File: src/rx_out_params.svh
`ifndef RX_OUT_PARAMS_SVH
`define RX_OUT_PARAMS_SVH

// Consecutive received zeros that declare signal loss
`define RX_ZERO_LIMIT_T1 8'hC0
`define RX_ZERO_LIMIT_E1 8'hFF

// Signal-loss time in the 6312kHz mode
`define RX_CLK_PERIOD_NS 100
`define RX_LOS_SYNC_TIME_NS 65000
`define RX_LOS_SYNC_CYC ((`RX_LOS_SYNC_TIME_NS) / (`RX_CLK_PERIOD_NS))
`define RX_LOS_SYNC_CNT_W 10

// Transmit-clock watchdog
`define TX_CLK_LOSS_PERIODS 4'hF
`define SCALED_MCLK_DIV 3'h5

`endif

File: src/rx_out_pkg.sv
package rx_out_pkg;

	typedef enum logic [2:0] {
		MODE_T1 = 3'b001,
		MODE_E1 = 3'b010,
		MODE_SYNC6312 = 3'b100
	} rx_mode_t;

	typedef struct packed {
		logic multiframe_sel;
		logic double_wide_sig;
		logic tx_clock_loss_mode;
	} rx_cfg_t;

	typedef struct packed {
		logic frame_mark;
		logic multiframe_mark;
		logic sig_frame;
		logic hunting;
		logic blue_alarm;
		logic ais;
	} rx_frm_t;

	typedef struct packed {
		logic boundary;
		logic nrz;
		logic frame_loss;
		logic alarm;
	} rx_oe_t;

endpackage : rx_out_pkg

File: src/rx_sync_alarm_outputs.sv
`timescale 1ns/1ps
`include "rx_out_params.svh"

module rx_sync_alarm_outputs
	import rx_out_pkg::*;
(
	input wire logic clk_i,                  // 10 MHz system clock
	input wire logic rst_b_i,                // Async reset, active low
	input wire rx_mode_t mode_i,             // Line mode, one-hot
	input wire rx_cfg_t cfg_i,               // Static configuration bits
	input wire logic rx_line_clk_i,          // Recovered line clock, foreign domain
	input wire logic rx_line_data_i,         // Recovered line data, foreign domain
	input wire rx_frm_t frm_i,               // Framer indications, foreign domain
	input wire logic tx_clock_in_i,          // Transmit clock pin, foreign domain
	output logic rx_clk_o,                   // Recovered receive clock out
	output logic rx_boundary_pulse_o,        // Frame or multiframe sync pulse
	output logic rx_nrz_out_o,               // NRZ serial receive data
	output logic rx_frame_loss_out_o,        // Frame loss or transmit clock loss
	output logic rx_signal_loss_out_o,       // Loss of signal
	output logic rx_alarm_indication_out_o,  // Blue alarm or AIS
	output rx_oe_t oe_o                      // Output enables, high while driven
);

	localparam int SYNC_W = 9;

	// ************************************************************
	// Decoding helpers
	// ************************************************************
	function automatic logic is_framed(input rx_mode_t m);
		is_framed = (m == MODE_T1) || (m == MODE_E1);
	endfunction : is_framed

	function automatic logic is_rise(input logic cur, input logic prev);
		is_rise = cur & ~prev;
	endfunction : is_rise

	// ************************************************************
	// Input synchronisers
	// ************************************************************
	logic [SYNC_W-1:0] async_in;
	logic [SYNC_W-1:0] meta_reg;
	logic [SYNC_W-1:0] sync_reg;

	assign async_in = {rx_line_clk_i, rx_line_data_i, tx_clock_in_i, frm_i};

	generate
		for (genvar i = 0; i < SYNC_W; i++) begin : g_sync
			always_ff @(posedge clk_i or negedge rst_b_i) begin
				if (!rst_b_i) begin
					meta_reg[i] <= 1'b0;
					sync_reg[i] <= 1'b0;
				end else begin
					meta_reg[i] <= async_in[i];
					sync_reg[i] <= meta_reg[i];
				end
			end
		end
	endgenerate

	logic line_clk_s;
	logic line_data_s;
	logic tx_clk_s;
	rx_frm_t frm_s;

	assign line_clk_s = sync_reg[8];
	assign line_data_s = sync_reg[7];
	assign tx_clk_s = sync_reg[6];
	assign frm_s = rx_frm_t'(sync_reg[5:0]);

	// ************************************************************
	// Recovered clock and edge detection
	// ************************************************************
	// Sampling at 10 MHz follows T1/E1 clocks; a true 6312kHz clock is
	// above what this sampler can resolve, so that mode uses time counts.
	logic rclk_reg;
	logic line_rise;

	assign line_rise = is_rise(line_clk_s, rclk_reg);

	always_ff @(posedge clk_i or negedge rst_b_i) begin
		if (!rst_b_i) begin
			rclk_reg <= 1'b0;
		end else begin
			rclk_reg <= line_clk_s;
		end
	end

	// ************************************************************
	// Serial data
	// ************************************************************
	logic nrz_reg;

	always_ff @(posedge clk_i or negedge rst_b_i) begin
		if (!rst_b_i) begin
			nrz_reg <= 1'b0;
		end else if (line_rise) begin
			nrz_reg <= line_data_s;
		end
	end

	// ************************************************************
	// Sync pulse
	// ************************************************************
	logic pulse_reg;
	logic extend_reg;
	logic mark;
	logic widen;

	assign mark = cfg_i.multiframe_sel ? frm_s.multiframe_mark : frm_s.frame_mark;
	assign widen = (mode_i == MODE_T1) && !cfg_i.multiframe_sel && cfg_i.double_wide_sig
		&& frm_s.sig_frame;

	always_ff @(posedge clk_i or negedge rst_b_i) begin
		if (!rst_b_i) begin
			pulse_reg <= 1'b0;
			extend_reg <= 1'b0;
		end else if (!is_framed(mode_i)) begin
			pulse_reg <= 1'b0;
			extend_reg <= 1'b0;
		end else if (line_rise) begin
			if (mark) begin
				pulse_reg <= 1'b1;
				extend_reg <= widen;
			end else if (extend_reg) begin
				pulse_reg <= 1'b1;
				extend_reg <= 1'b0;
			end else begin
				pulse_reg <= 1'b0;
			end
		end
	end

	// ************************************************************
	// Transmit clock watchdog
	// ************************************************************
	logic [2:0] div_reg;
	logic mclk_tick;
	logic tx_prev_reg;
	logic [3:0] quiet_reg;
	logic tx_loss_reg;

	assign mclk_tick = (div_reg == `SCALED_MCLK_DIV - 3'h1);

	always_ff @(posedge clk_i or negedge rst_b_i) begin
		if (!rst_b_i) begin
			div_reg <= 3'h0;
		end else if (mclk_tick) begin
			div_reg <= 3'h0;
		end else begin
			div_reg <= div_reg + 3'h1;
		end
	end

	always_ff @(posedge clk_i or negedge rst_b_i) begin
		if (!rst_b_i) begin
			tx_prev_reg <= 1'b0;
			quiet_reg <= 4'h0;
			tx_loss_reg <= 1'b0;
		end else begin
			tx_prev_reg <= tx_clk_s;
			if (tx_clk_s != tx_prev_reg) begin
				quiet_reg <= 4'h0;
				tx_loss_reg <= 1'b0;
			end else if (mclk_tick && quiet_reg != `TX_CLK_LOSS_PERIODS) begin
				quiet_reg <= quiet_reg + 4'h1;
			end else if (quiet_reg == `TX_CLK_LOSS_PERIODS) begin
				tx_loss_reg <= 1'b1;
			end
		end
	end

	// ************************************************************
	// Frame loss output
	// ************************************************************
	logic frame_loss_reg;

	always_ff @(posedge clk_i or negedge rst_b_i) begin
		if (!rst_b_i) begin
			frame_loss_reg <= 1'b0;
		end else if (cfg_i.tx_clock_loss_mode) begin
			frame_loss_reg <= tx_loss_reg;
		end else begin
			frame_loss_reg <= frm_s.hunting;
		end
	end

	// ************************************************************
	// Signal loss
	// ************************************************************
	logic [7:0] zero_cnt_reg;
	logic [`RX_LOS_SYNC_CNT_W-1:0] zero_time_reg;
	logic los_reg;
	logic [7:0] zero_limit;

	assign zero_limit = (mode_i == MODE_T1) ? `RX_ZERO_LIMIT_T1 : `RX_ZERO_LIMIT_E1;

	always_ff @(posedge clk_i or negedge rst_b_i) begin
		if (!rst_b_i) begin
			zero_cnt_reg <= 8'h00;
		end else if (!is_framed(mode_i)) begin
			zero_cnt_reg <= 8'h00;
		end else if (line_rise) begin
			if (line_data_s) begin
				zero_cnt_reg <= 8'h00;
			end else if (zero_cnt_reg != 8'hFF) begin
				zero_cnt_reg <= zero_cnt_reg + 8'h01;
			end
		end
	end

	// Counts system cycles, so it works without any recovered clock edge
	always_ff @(posedge clk_i or negedge rst_b_i) begin
		if (!rst_b_i) begin
			zero_time_reg <= '0;
		end else if (mode_i != MODE_SYNC6312 || line_data_s) begin
			zero_time_reg <= '0;
		end else if (zero_time_reg != `RX_LOS_SYNC_CNT_W'(`RX_LOS_SYNC_CYC)) begin
			zero_time_reg <= zero_time_reg + `RX_LOS_SYNC_CNT_W'(1);
		end
	end

	always_ff @(posedge clk_i or negedge rst_b_i) begin
		if (!rst_b_i) begin
			los_reg <= 1'b0;
		end else if (is_framed(mode_i)) begin
			los_reg <= (zero_cnt_reg >= zero_limit);
		end else begin
			los_reg <= (zero_time_reg == `RX_LOS_SYNC_CNT_W'(`RX_LOS_SYNC_CYC));
		end
	end

	// ************************************************************
	// Alarm indication
	// ************************************************************
	logic alarm_reg;

	always_ff @(posedge clk_i or negedge rst_b_i) begin
		if (!rst_b_i) begin
			alarm_reg <= 1'b0;
		end else begin
			case (mode_i)
				MODE_T1: begin
					alarm_reg <= frm_s.blue_alarm;
				end
				MODE_E1: begin
					alarm_reg <= frm_s.ais;
				end
				default: begin
					alarm_reg <= 1'b0;
				end
			endcase
		end
	end

	// ************************************************************
	// Output enables
	// ************************************************************
	rx_oe_t oe_reg;

	always_ff @(posedge clk_i or negedge rst_b_i) begin
		if (!rst_b_i) begin
			oe_reg <= '0;
		end else begin
			oe_reg <= {4{is_framed(mode_i)}};
		end
	end

	assign rx_clk_o = rclk_reg;
	assign rx_boundary_pulse_o = pulse_reg;
	assign rx_nrz_out_o = nrz_reg;
	assign rx_frame_loss_out_o = frame_loss_reg;
	assign rx_signal_loss_out_o = los_reg;
	assign rx_alarm_indication_out_o = alarm_reg;
	assign oe_o = oe_reg;

endmodule : rx_sync_alarm_outputs

File: config.mk
export PLATFORM = sky130hd
export DESIGN_NAME = rx_sync_alarm_outputs
export DESIGN_NICKNAME = d
export VERILOG_FILES = /design/src/rx_out_pkg.sv /design/src/rx_sync_alarm_outputs.sv
export VERILOG_INCLUDE_DIRS = /design/src /design/src/src
export SDC_FILE = /design/constraint.sdc
export NUM_CORES = 1
export LEC_CHECK = 0
export ABC_AREA = 1
export BUFFER_PORTS_ARGS = -buffer_cell sky130_fd_sc_hd__buf_2
export CORE_ASPECT_RATIO = 2
export CORE_MARGIN = 2
export CORE_UTILIZATION = 61
export DETAILED_ROUTE_END_ITERATION = 10
export PLACE_DENSITY = 0.83
export SYNTH_ARGS = -nofsm -noshare
export SYNTH_HDL_FRONTEND = slang
export SYNTH_SLANG_ARGS = --single-unit
File: constraint.sdc
create_clock -name clk_i -period 4.8 [get_ports clk_i]
set_clock_uncertainty 0.15 [all_clocks]
set_input_delay 0.72 -clock clk_i [delete_from_list [all_inputs] [get_ports clk_i]]
set_output_delay 0.72 -clock clk_i [all_outputs]
set_load 0.01 [all_outputs]
After elaboration in Yosys (flattened, before gate mapping)
Cells that the tools add are included.
Widths: inputs -> output; s select.
{ "word_totals": {"input_bits": 17, "mem_bits_rw": 0, "output_inout_bits": 10, "ff_bits": 53, "romBits": 0, "n_memories": 0, "latchBits": 0} }
{ "classes": {"addsub": 4, "shifts": 0, "n_eq_ne": 13, "n_reduce_logical": 12, "div": 0, "mux": 24, "bitwise_logic": 2, "order_cmp": 1, "multipliers": 0} }
{ "op_table": {"columns": ["op", "n"], "rows": [
  ["$mux 8", 4],
  ["$mux 10", 2],
  ["$mux 1", 13],
  ["$add 10x1->10 const B", 1],
  ["$eq 10x10->1 const B", 1],
  ["$ne 10x10->1 const B", 1],
  ["$add 8x1->8 const B", 1],
  ["$ge 8x8->1", 1],
  ["$mux 4", 2],
  ["$ne 8x8->1 const B", 1],
  ["$mux 6", 1],
  ["$ne 3x3->1 const B", 2],
  ["$reduce_bool 2->1", 3],
  ["$add 4x1->4 const B", 1],
  ["$eq 4x4->1 const B", 1],
  ["$logic_and 1x1->1", 4],
  ["$ne 2x2->1 const B", 2],
  ["$ne 4x4->1 const B", 1],
  ["$reduce_and 2->1", 2],
  ["$add 3x1->3 const B", 1],
  ["$eq 3x1->1 const B", 1],
  ["$eq 3x2->1 const B", 1],
  ["$eq 3x3->1 const B", 1],
  ["$mux 3", 1],
  ["6 further kinds", 7]
]} }

Depth between registers and ports, before layout
Gate-level depths: netlist of the first run.
{ "depth": {"ltp_word": 7, "ltp_mapped": 9, "mapped_depth_nobuf": 8} }

Least setup slack after synthesis of the first run
No wires, ideal clock.
{ "synth_timing": {"path_kind": "input to register", "from": "input mode_i[1]", "to": "register zero_cnt_reg[3]", "path_stages": 7, "t_required_ns": 4.524, "arrival_time_ns": 1.485, "setup_slack_ns": 3.039, "cell_sequence": "inv_1 > nand3_1 > nand2_2 > inv_2 > a21oi_4 > buf_6 > o21ai_0"} }
{ "synth_via": {"elab_chain_len": 4} }
{ "synth_rtl": {"columns": ["item", "line_no", "text"], "rows": [
  ["from (decl)", "rx_sync_alarm_outputs.sv:9", "input wire rx_mode_t mode_i,"],
  ["$eq 3x1->1 / $eq 3x2->1 (equally long branches)", "rx_sync_alarm_outputs.sv:30", "is_framed = (m == MODE_T1) || (m == MODE_E1);"],
  ["$logic_or 1x1->1 (*)", "rx_sync_alarm_outputs.sv:30", null],
  ["$ne 3x3->1 (no line) / $ne 2x2->1 (equally long branches)", null, null],
  ["$reduce_and 2->1 (no line)", null, null],
  ["to (signal assigned)", "rx_sync_alarm_outputs.sv:206", "zero_cnt_reg <= zero_cnt_reg + 8'h01;"],
  ["to (decl)", "rx_sync_alarm_outputs.sv:190", "logic [7:0] zero_cnt_reg;"]
]} }
Every way passes the cells marked *; elsewhere a longest branch is shown, timed or not.
A chain may end at the register's enable or synchronous reset.

Final worst setup path of the first run
{ "layout_timing": {"from": "register zero_cnt_reg[0]", "to": "register zero_cnt_reg[7]"} }
{ "layout_via": {"elab_chain_len": 5} }
{ "layout_rtl": {"columns": ["item", "line_no", "text"], "rows": [
  ["$add 8x1->8", "rx_sync_alarm_outputs.sv:206", null],
  ["$mux 8", "rx_sync_alarm_outputs.sv:205", "end else if (zero_cnt_reg != 8'hFF) begin"],
  ["$mux 8", "rx_sync_alarm_outputs.sv:203", "if (line_data_s) begin"],
  ["$mux 8", "rx_sync_alarm_outputs.sv:202", "end else if (line_rise) begin"],
  ["$mux 8", "rx_sync_alarm_outputs.sv:200", "end else if (!is_framed(mode_i)) begin"]
]} }
Parallel ways exist; a longest one is shown, timed or not. The select of a mux whose other input is x is not followed.

==> results.md, run 1 <==
- DP HPWL: 3130 um
- Post-route DRC: 0
- Async set-or-reset flop fraction in the synthesized netlist: 100%
- Area Growth Syn to Fin: 11.1%
- Min-delay worst type: reg -> reg
- Via count: 1736
- CP required: 4.86 ns
- Final net count: 301
- Clock Path Buffers: 2
- Post-synthesis cell area: 2320 um^2
- Cell type with the largest total area after synthesis: dfrtp_1
- Pre-CTS WS: 2.66 ns
- Maxcap violations: 0
- CTS Sinks: 53
- Net Count, Synth: 272
- Worst Max-Slew Pin Slew: 0.631 ns
- PortBufs: 26
- Tmin final: 1.92 ns
- Largest net degree at the start of global routing: 54
- Ports: 27
- Via density per instance: 5.31
- Root Buffer: clkbuf_8
- Post-synth top cells: 53 x dfrtp_1, 50 x nand2_1, 31 x inv_1
- H-tree depth: 2
- Placer Congestion: 0.992
- Die area: 4340 um^2
- Drt wl/cell: 13.1 um
- YS warnings: 0
- Mapped Cells: 248
- RSZ-0062 raised after global routing: false
- Status: finished clean
- Max Freq: 520 MHz
- Core area: 3650 um^2
- Slew Viols, Final: 0
- FILL cells: 318
- Sequential cell area fraction in the yosys report: 57.2%
- # setup viols final: 0
- Crit Path Max Fanout: 15
- First-pass GRT wire length: 7240 um
- Total track usage: 23.2%
- Starting density of the core: 63.6%
- Worst setup path class: reg -> reg
- Total negative setup slack: 0 ns
- Mapped Avg Cell Area: 9.34 um^2
- Share of the synthesized area in the top cell type: 57.2%
- Startpoint Class: register
- Top cells by area, synth: dfrtp_1 57%, nand2_1 8.1%, inv_1 5.0%
- Max reg flops: 10
- Post-CTS Setup Bufs: 0
- Total CTS buffers: 5
- Power Density: 308 nW/um^2
- Count leader, synth: dfrtp_1
- CTS tree: yes
- Synth Flop Type: dfrtp_1
- Netlist cell types: 25
- ANT cells: 0
- Final WL: 4280 um
- Post-CTS Resized: 0
- Layout cells sized above 1: 17.6%
- EDFF count, synth: 0
- Die H: 91.2 um
- Hold_buf cts: 0
- CP arrival: 1.98 ns
- Drt initial violations: 43
- Clock transition at path regs: 0.10 ns
- Clk Latency, worst-skew pair: 0.31 ns
- Critical path endpoint category: register
- Global route total overflow: 0
- Antenna Nets Post-Route: 0
- Row Count: 31
- Final Hold Viols: 0
- Setup WS post-layout: 2.88 ns
- Slew margin rel.: 57.9%
- Initial antenna violation count: 0
- Die Wd: 47.6 um
- Vias in the first global route: 1700
- Leak: 1.27 nW
- Hold slack: 0.207 ns
- TritonRoute pass-1 iters: 4
- VDD IR max: 0.303 mV
- Period utilization: 40.1%
- Synth Register Bits: 53
layout make-up:
cell class	instances	area (um^2)	share of cell area, %
inverters	32	120	4.66
flip-flops and latches	53	1330	51.5
clock inverters	3	28.8	1.12
well taps	49	61.3	2.38
clock buffers	5	68.8	2.67
repair buffers	27	138	5.34
multi-input cells	158	832	32.3
cell families after synthesis:
| group | share of synthesized area (%) |
|---|---|
| flops | 57.2 |
| mux | 0.486 |
| xor+xnor | 2.27 |
| simple gates | 21.0 |
| buf+inv | 6.86 |
| fa+ha+maj | 3.78 |
| compound gates | 8.37 |
report_power, final:
| group | total (mW) | internal, mW | switching [mW] | leakage (nW) |
|---|---|---|---|---|
| sequential | 0.474 | 0.463 | 0.0108 | 0.684 |
| clock | 0.263 | 0.109 | 0.154 | 0.0506 |
| combinational | 0.0551 | 0.0203 | 0.0348 | 0.538 |
through the flow:
step                utilization, %  cells  cell area (um^2)  total power [mW]
global route                  70.6    327              2570             0.834
floorplan                        -    248              2320             0.512
CTS                           70.6    327              2570             0.804
finish                        70.6    327              2570             0.792
global placement              67.9    319              2480             0.535
detailed placement            67.9    319              2480             0.539
routing by layer:
layer	routed length (um)	track usage, %	share of wire (%)
met5	0	0	0
met4	157	13.7	3.7
met3	194	4.17	4.5
met2	2310	37.3	54
met1	1620	27.0	38
critical path: stages, from the launching register on:
cell,delay (ns)
dfrtp_1,0.45
ha_1,0.29
nand2_1,0.11
nor2_2,0.13
nand3_2,0.12
a21oi_4,0.37
inv_1,0.07
nand2_1,0.08
nand2_1,0.05
placed cells by master (no fill, tap or decap), drive strengths merged:
| master | Yosys | routed |
|---|---|---|
| a21oi | 12 | 12 |
| a31oi | 1 | 1 |
| buf | 5 | 27 |
| clkbuf | 0 | 5 |
| clkinv | 0 | 1 |
| dfrtp | 53 | 53 |
| ha | 7 | 7 |
| inv | 32 | 34 |
| mux2 | 1 | 1 |
| nand2 | 53 | 53 |
| nand3 | 15 | 15 |
| nand3b | 3 | 3 |
| nand4 | 7 | 7 |
| nor2 | 27 | 27 |
| nor3 | 3 | 3 |
| o21ai | 21 | 21 |
| or2 | 2 | 2 |
| xnor2 | 4 | 4 |
| xor2 | 2 | 2 |
path summary, 6_finish.rpt:
| path | endpoint | cells past startpoint | slack (ns) | startpoint |
|---|---|---|---|---|
| max reg2reg | zero_cnt_reg[7] | 8 | 2.88 | zero_cnt_reg[0] |
| min | line_clk_s | 0 | 0.21 | meta_reg[8] |
| max in group asynchronous | rx_alarm_indication_out_o | 2 | 3.72 | rst_b_i |
| min in group asynchronous | div_reg[0] | 2 | 0.36 | rst_b_i |
| min reg2reg | line_clk_s | 0 | 0.21 | meta_reg[8] |
| max | zero_cnt_reg[7] | 8 | 2.88 | zero_cnt_reg[0] |
(Power assumes the default switching activity.)
==> inputs of run 2 (changes only) <==
- ABC_AREA: 1 -> 0
- CORE_UTILIZATION: 61 -> 57
- PLACE_DENSITY: 0.83 -> 0.78
- clock period: 4.8 -> 1.87 ns (I/O delays scaled with it)
==> results.md, run 2 <==
- Post-route DRC: 0 (unchanged)
- Final net count: 261 (was 301)
- Worst Max-Slew Pin Slew: 0.478 ns (was 0.631 ns)
- Maxcap violations: 0 (unchanged)
- Period utilization: 96.0% (was 40.1%)
- Placer Congestion: 0.821 (was 0.992)
- Via count: 1630 (was 1736)
- Netlist cell types: 41 (was 25)
- Most Crowded Layer GR: met2 (unchanged)
- Count leader, synth: dfrtp_1 (unchanged)
- PortBufs: 26 (unchanged)
- Max Freq: 557 MHz (was 520 MHz)
- Clock Path Buffers: 2 (unchanged)
- DP HPWL: 3370 um (was 3130 um)
- Largest net degree at the start of global routing: 34 (was 54)
- Async set-or-reset flop fraction in the synthesized netlist: 100% (unchanged)
- Ports: 27 (unchanged)
- Core area: 3800 um^2 (was 3650 um^2)
- Share of the synthesized area in the top cell type: 59.7% (was 57.2%)
- Row Count: 32 (was 31)
- CTS Sinks: 53 (unchanged)
- VDD IR max: 0.767 mV (was 0.303 mV)
- Via density per instance: 5.64 (was 5.31)
- Net Count, Synth: 212 (was 272)
- Top cells by area, synth: dfrtp_1 60%, ha_1 3.9%, nor2_1 3.2% (was dfrtp_1 57%, nand2_1 8.1%, inv_1 5.0%)
- H-tree depth: 2 (unchanged)
- YS warnings: 0 (unchanged)
- Clk Latency, worst-skew pair: 0.31 ns (about the same)
- Drt initial violations: 35 (was 43)
- FILL cells: 261 (was 318)
- Root Buffer: clkbuf_8 (unchanged)
- Min-Delay Path Depth: 2 (was 0)
- Slew margin rel.: 68.1% (was 57.9%)
- Mapped Avg Cell Area: 11.8 um^2 (was 9.34 um^2)
- Tmin final: 1.80 ns (was 1.92 ns)
- Post-synth top cells: 53 x dfrtp_1, 19 x nor2_1, 9 x o21ai_0 (was 53 x dfrtp_1, 50 x nand2_1, 31 x inv_1)
- Sequential cell area fraction in the yosys report: 59.7% (was 57.2%)
- Status: finished clean (unchanged)
- Max reg flops: 10 (unchanged)
- Initial antenna violation count: 0 (unchanged)
- Post-placement cell area: 2480 um^2 (about the same)
- GR Util met3: 4.29% (was 4.17%)
- Antenna Nets Post-Route: 0 (unchanged)
- First-pass GRT wire length: 7520 um (was 7240 um)
- Crit Path Max Fanout: 5 (was 15)
- Synth Flop Type: dfrtp_1 (unchanged)
- Fin util: 70.8% (was 70.6%)
- Commonest cells after routing, fill and taps aside: 53 x dfrtp_1, 26 x buf_2, 19 x nor2_1 (was 53 x dfrtp_1, 50 x nand2_1, 31 x inv_1)
- ANT cells: 0 (unchanged)
- Starting density of the core: 58.4% (was 63.6%)
- Die Wd: 48.2 um (was 47.6 um)
- EDFF count, synth: 0 (unchanged)
- CP required: 1.92 ns (was 4.86 ns)
- Die H: 92.3 um (was 91.2 um)
- Die area: 4440 um^2 (was 4340 um^2)
- Synth Register Bits: 53 (unchanged)
- Cell type with the largest total area after synthesis: dfrtp_1 (unchanged)
- Startpoint Class: register (unchanged)
- Worst setup path class: reg -> reg (unchanged)
- Most common cell after layout, fill and taps aside: dfrtp_1 (unchanged)
- CTS tree: yes (unchanged)
- Slew Viols, Final: 0 (unchanged)
- # setup viols final: 0 (unchanged)
- Layout cells sized above 1: 22.3% (was 17.6%)
- Power Density: 753 nW/um^2 (was 308 nW/um^2)
- Mapped Cells: 188 (was 248)
- Total CTS buffers: 5 (unchanged)
- Leak: 1.26 nW (was 1.27 nW)
- Final Hold Viols: 0 (unchanged)
- Final WL: 4700 um (was 4280 um)
- Reg2reg path depth: 5 (was 8)
- Met2 GRT Util: 42.3% (was 37.3%)
- TritonRoute pass-1 iters: 4 (unchanged)
- Global route total overflow: 0 (unchanged)
- Area Growth Syn to Fin: 21.2% (was 11.1%)
- Vias in the first global route: 1727 (was 1700)
- Critical path endpoint category: register (unchanged)
- Min-delay worst type: in -> reg (was reg -> reg)
- Total negative setup slack: 0 ns (unchanged)
- Post-CTS Setup Bufs: 0 (unchanged)
- Final Cell Area: 2690 um^2 (was 2570 um^2)
- Met1 global-route usage: 25.1% (was 27.0%)
- RSZ-0062 raised after global routing: true (was false)
- Post-synthesis cell area: 2220 um^2 (was 2320 um^2)
- Total track usage: 23.8% (was 23.2%)
- Clock transition at path regs: 0.10 ns (about the same)
- CP arrival: 1.85 ns (was 1.98 ns)
- Drt wl/cell: 16.3 um (was 13.1 um)
-- run 2: cell types whose count changed in the layout (fill, tap and decap cells not counted), sizes merged, moves of 10 or more --
| cell | previous run | this run |
|---|---|---|
| buf | 27 | 38 |
| dlygate4sd3 | 0 | 10 |
| inv | 34 | 7 |
| nand2 | 53 | 5 |
| o21ai | 21 | 9 |
-- run 2: what timing repair did --
action / in CTS / in global routing
hold buffers: 10 / 0
setup endpoints to repair: 0 / 3
resized for setup: 0 / 2
hold endpoints to repair: 29 / 0
-- run 2: final cells by class --
| type | count | area, um^2 | share of cell area (%) |
|---|---|---|---|
| Sequential cell | 53 | 1330 | 49.3 |
| Multi-Input combinational cell | 123 | 848 | 31.5 |
| Timing Repair Buffer | 48 | 333 | 12.4 |
| Clock buffer | 6 | 82.6 | 3.07 |
| Tap cell | 51 | 63.8 | 2.37 |
| Inverter | 6 | 22.5 | 0.836 |
| Clock inverter | 2 | 16.3 | 0.604 |
-- run 2: kinds of logic (layout without fill, tap and decap cells) --
logic type	Yosys count	count (layout)	share of synthesized area, %
flops	53	53	59.7
fa+ha+maj	7	7	3.94
mux	4	4	1.97
xor+xnor	13	13	5.12
simple gates	70	70	18.0
compound gates	29	29	8.67
buf+inv	12	62	2.59
-- run 2: power breakdown --
| part | switching, mW | leakage [nW] | total [mW] | internal [mW] |
|---|---|---|---|---|
| clock | 0.381 | 0.0478 | 0.686 | 0.305 |
| combinational | 0.0820 | 0.526 | 0.150 | 0.0676 |
| sequential | 0.0162 | 0.685 | 1.19 | 1.18 |
| total | 0.479 | 1.26 | 2.03 | 1.55 |
-- run 2: final timing paths --
kind,start,end,slack (ns)
max,zero_cnt_reg[1],zero_cnt_reg[1],0.07
min,cfg_i[0],rx_frame_loss_out_o,0.1
max reg2reg,zero_cnt_reg[1],zero_cnt_reg[1],0.07
min reg2reg,meta_reg[3],frm_s[3],0.20
max in group asynchronous,rst_b_i,zero_time_reg[6],0.73
min in group asynchronous,rst_b_i,meta_reg[4],0.30
-- run 2: stage by stage --
step                      std cells  setup WS, ns  hold slack, ns  total power, mW
after floorplan                 188         0.170          -0.165             1.26
after global placement          271        0.0222          0.0880             1.34
after detailed placement        271       -0.0191           0.115             1.35
after CTS                       289        0.0631          0.0919             2.04
after global routing            289       -0.0252          0.0863             2.12
final                           289        0.0749          0.0956             2.03
-- run 2: critical path, stage by stage (launching register included) --
cell and delay, ns:
dfrtp_1 0.43, ha_1 0.26, nand3_1 0.13, nor3_1 0.18, o21a_1 0.19, mux2_2 0.35
-- run 2: routing by layer --
metal	routed length [um]	part of all wire, %
met5	0	0
met4	150	3.2
met3	137	2.9
met2	2740	58
met1	1670	36
==> inputs of run 3 (changes only) <==
- CORE_ASPECT_RATIO: 2 -> 0.6
- CORE_UTILIZATION: 57 -> 59
- CTS_BUF_LIST: not set -> sky130_fd_sc_hd__clkbuf_8
- PLACE_DENSITY: 0.78 -> 0.81
- clock period: 1.87 -> 1.9 ns (I/O delays scaled with it)
==> results.md, run 3 (synthesized netlist as in run 2, its figures left out) <==
- Total track usage: 24.8% (was 23.8%)
- Setup WS post-layout: 0.101 ns (was 0.0749 ns)
- Slew margin rel.: 71.9% (was 68.1%)
- Via count: 1646 (was 1630)
- H-tree depth: 2 (unchanged)
- Drt initial violations: 85 (was 35)
- CTS tree: yes (unchanged)
- Antenna Nets Post-Route: 0 (unchanged)
- Placer Congestion: 0.821 (about the same)
- CTS Sinks: 53 (unchanged)
- Root Buffer: clkbuf_8 (unchanged)
- Min-delay worst type: in -> reg (unchanged)
- Tot Pwr: 2.08 mW (was 2.03 mW)
- Period utilization: 94.7% (was 96.0%)
- Initial antenna violation count: 0 (unchanged)
- Worst setup path class: reg -> reg (unchanged)
- Clk Latency, worst-skew pair: 0.31 ns (about the same)
- Row Count: 17 (was 32)
- Starting density of the core: 61.1% (was 58.4%)
- Placed insts: 267 (was 271)
- Post-route DRC: 0 (unchanged)
- Startpoint Class: register (unchanged)
- Critical path endpoint category: register (unchanged)
- CP required: 1.97 ns (was 1.92 ns)
- Vias in the first global route: 1669 (was 1727)
- Tmin final: 1.80 ns (about the same)
- Die area: 4290 um^2 (was 4440 um^2)
- PortBufs: 26 (unchanged)
- # setup viols final: 0 (unchanged)
- Post-placement cell area: 2480 um^2 (about the same)
- Clock transition at path regs: 0.09 ns (was 0.10 ns)
- Area Growth Syn to Fin: 21.4% (was 21.2%)
- Finished Layout Cells: 284 (was 289)
- Global route total overflow: 0 (unchanged)
- Hold slack: 0.0799 ns (was 0.0956 ns)
- Most common cell after layout, fill and taps aside: dfrtp_1 (unchanged)
- Status: finished clean (unchanged)
- Worst Max-Slew Pin Slew: 0.411 ns (was 0.478 ns)
- Power Density: 771 nW/um^2 (was 753 nW/um^2)
- Clock Path Buffers: 2 (unchanged)
- Fin util: 74.2% (was 70.8%)
- Pre-CTS WS: -0.113 ns (was -0.0191 ns)
- Via density per instance: 5.80 (was 5.64)
- Total negative setup slack: 0 ns (unchanged)
- DP HPWL: 3340 um (was 3370 um)
- Ports: 27 (unchanged)
- Final WL: 4790 um (was 4700 um)
- ANT cells: 0 (unchanged)
- CP arrival: 1.87 ns (was 1.85 ns)
- Die H: 51.5 um (was 92.3 um)
- Final Cell Area: 2700 um^2 (was 2690 um^2)
- Max reg flops: 10 (unchanged)
- Layout cells sized above 1: 22.4% (was 22.3%)
- Leak: 1.27 nW (was 1.26 nW)
- Crit Path Max Fanout: 3 (was 5)
- First-pass GRT wire length: 7890 um (was 7520 um)
- Final net count: 261 (unchanged)
- Drt wl/cell: 16.9 um (was 16.3 um)
- VDD IR max: 0.580 mV (was 0.767 mV)
- Core area: 3640 um^2 (was 3800 um^2)
- Total CTS buffers: 5 (unchanged)
- Commonest cells after routing, fill and taps aside: 53 x dfrtp_1, 26 x buf_2, 18 x nor2_1 (was 53 x dfrtp_1, 26 x buf_2, 19 x nor2_1)
- Largest net degree at the start of global routing: 54 (was 34)
- Die Wd: 83.2 um (was 48.2 um)
- Max Freq: 556 MHz (was 557 MHz)
- Maxcap violations: 0 (unchanged)
- Final Hold Viols: 0 (unchanged)
- TritonRoute pass-1 iters: 4 (unchanged)
- Slew Viols, Final: 0 (unchanged)
-- run 3: changes by cell type in the layout (fill, tap and decap cells not counted) --
cell	change
bufinv_16	+1
nor2_2	+1
ha_1	-1
clkinvlp_4	-1
clkbuf_8	-1
ha_2	+1
or4_1	+1
nor2_1	-1
or4_4	-1
-- run 3: path summary, 6_finish.rpt --
kind | start | to | slack (ns) | cells past startpoint
min reg2reg | meta_reg[4] | frm_s[4] | 0.20 | 0
max in group asynchronous | rst_b_i | line_clk_s | 1.04 | 3
min | cfg_i[1] | extend_reg | 0.08 | 3
min in group asynchronous | rst_b_i | zero_time_reg[1] | 0.33 | 3
max | zero_time_reg[8] | zero_time_reg[1] | 0.10 | 4
max reg2reg | zero_time_reg[8] | zero_time_reg[1] | 0.10 | 4
-- run 3: report_power, final --
group          leakage (nW)  internal, mW  switching (mW)  total [mW]
registers             0.685          1.16          0.0146        1.17
logic                 0.527        0.0667          0.0797       0.146
clock network        0.0546         0.390           0.370       0.760
total                  1.27          1.61           0.464        2.08
-- run 3: worst max-delay path, cell delays in order, from the launching register on --
cell and delay [ns]:
dfrtp_1 0.43, or4_1 0.60, nor3_4 0.22, inv_1 0.09
a211oi_1 0.23
-- run 3: what timing repair did --
| item | 4_1_cts | 5_1_grt |
|---|---|---|
| setup endpoints to repair | 0 | 5 |
| gates resized for setup | 0 | 3 |
| hold endpoints to repair | 62 | 0 |
| setup buffers | 0 | 0 |
| hold buffers | 10 | 0 |
-- run 3: layout make-up --
cell class | count | area, um^2
clock buffers | 5 | 68.8
clock inverters | 2 | 38.8
fillers | 228 | 940
inverters | 6 | 22.5
multi-input cells | 123 | 850
flip-flops and latches | 53 | 1330
well taps | 47 | 58.8
repair buffers | 48 | 333
-- run 3: routing by layer --
metal / vias up / track usage, % / share of wire (%)
li1: 772 / - / -
met1: 816 / 32.0 / 44
met2: 49 / 41.4 / 48
met3: 9 / 5.24 / 5.3
met4: 0 / 11.7 / 2.2
met5: - / 0 / 0
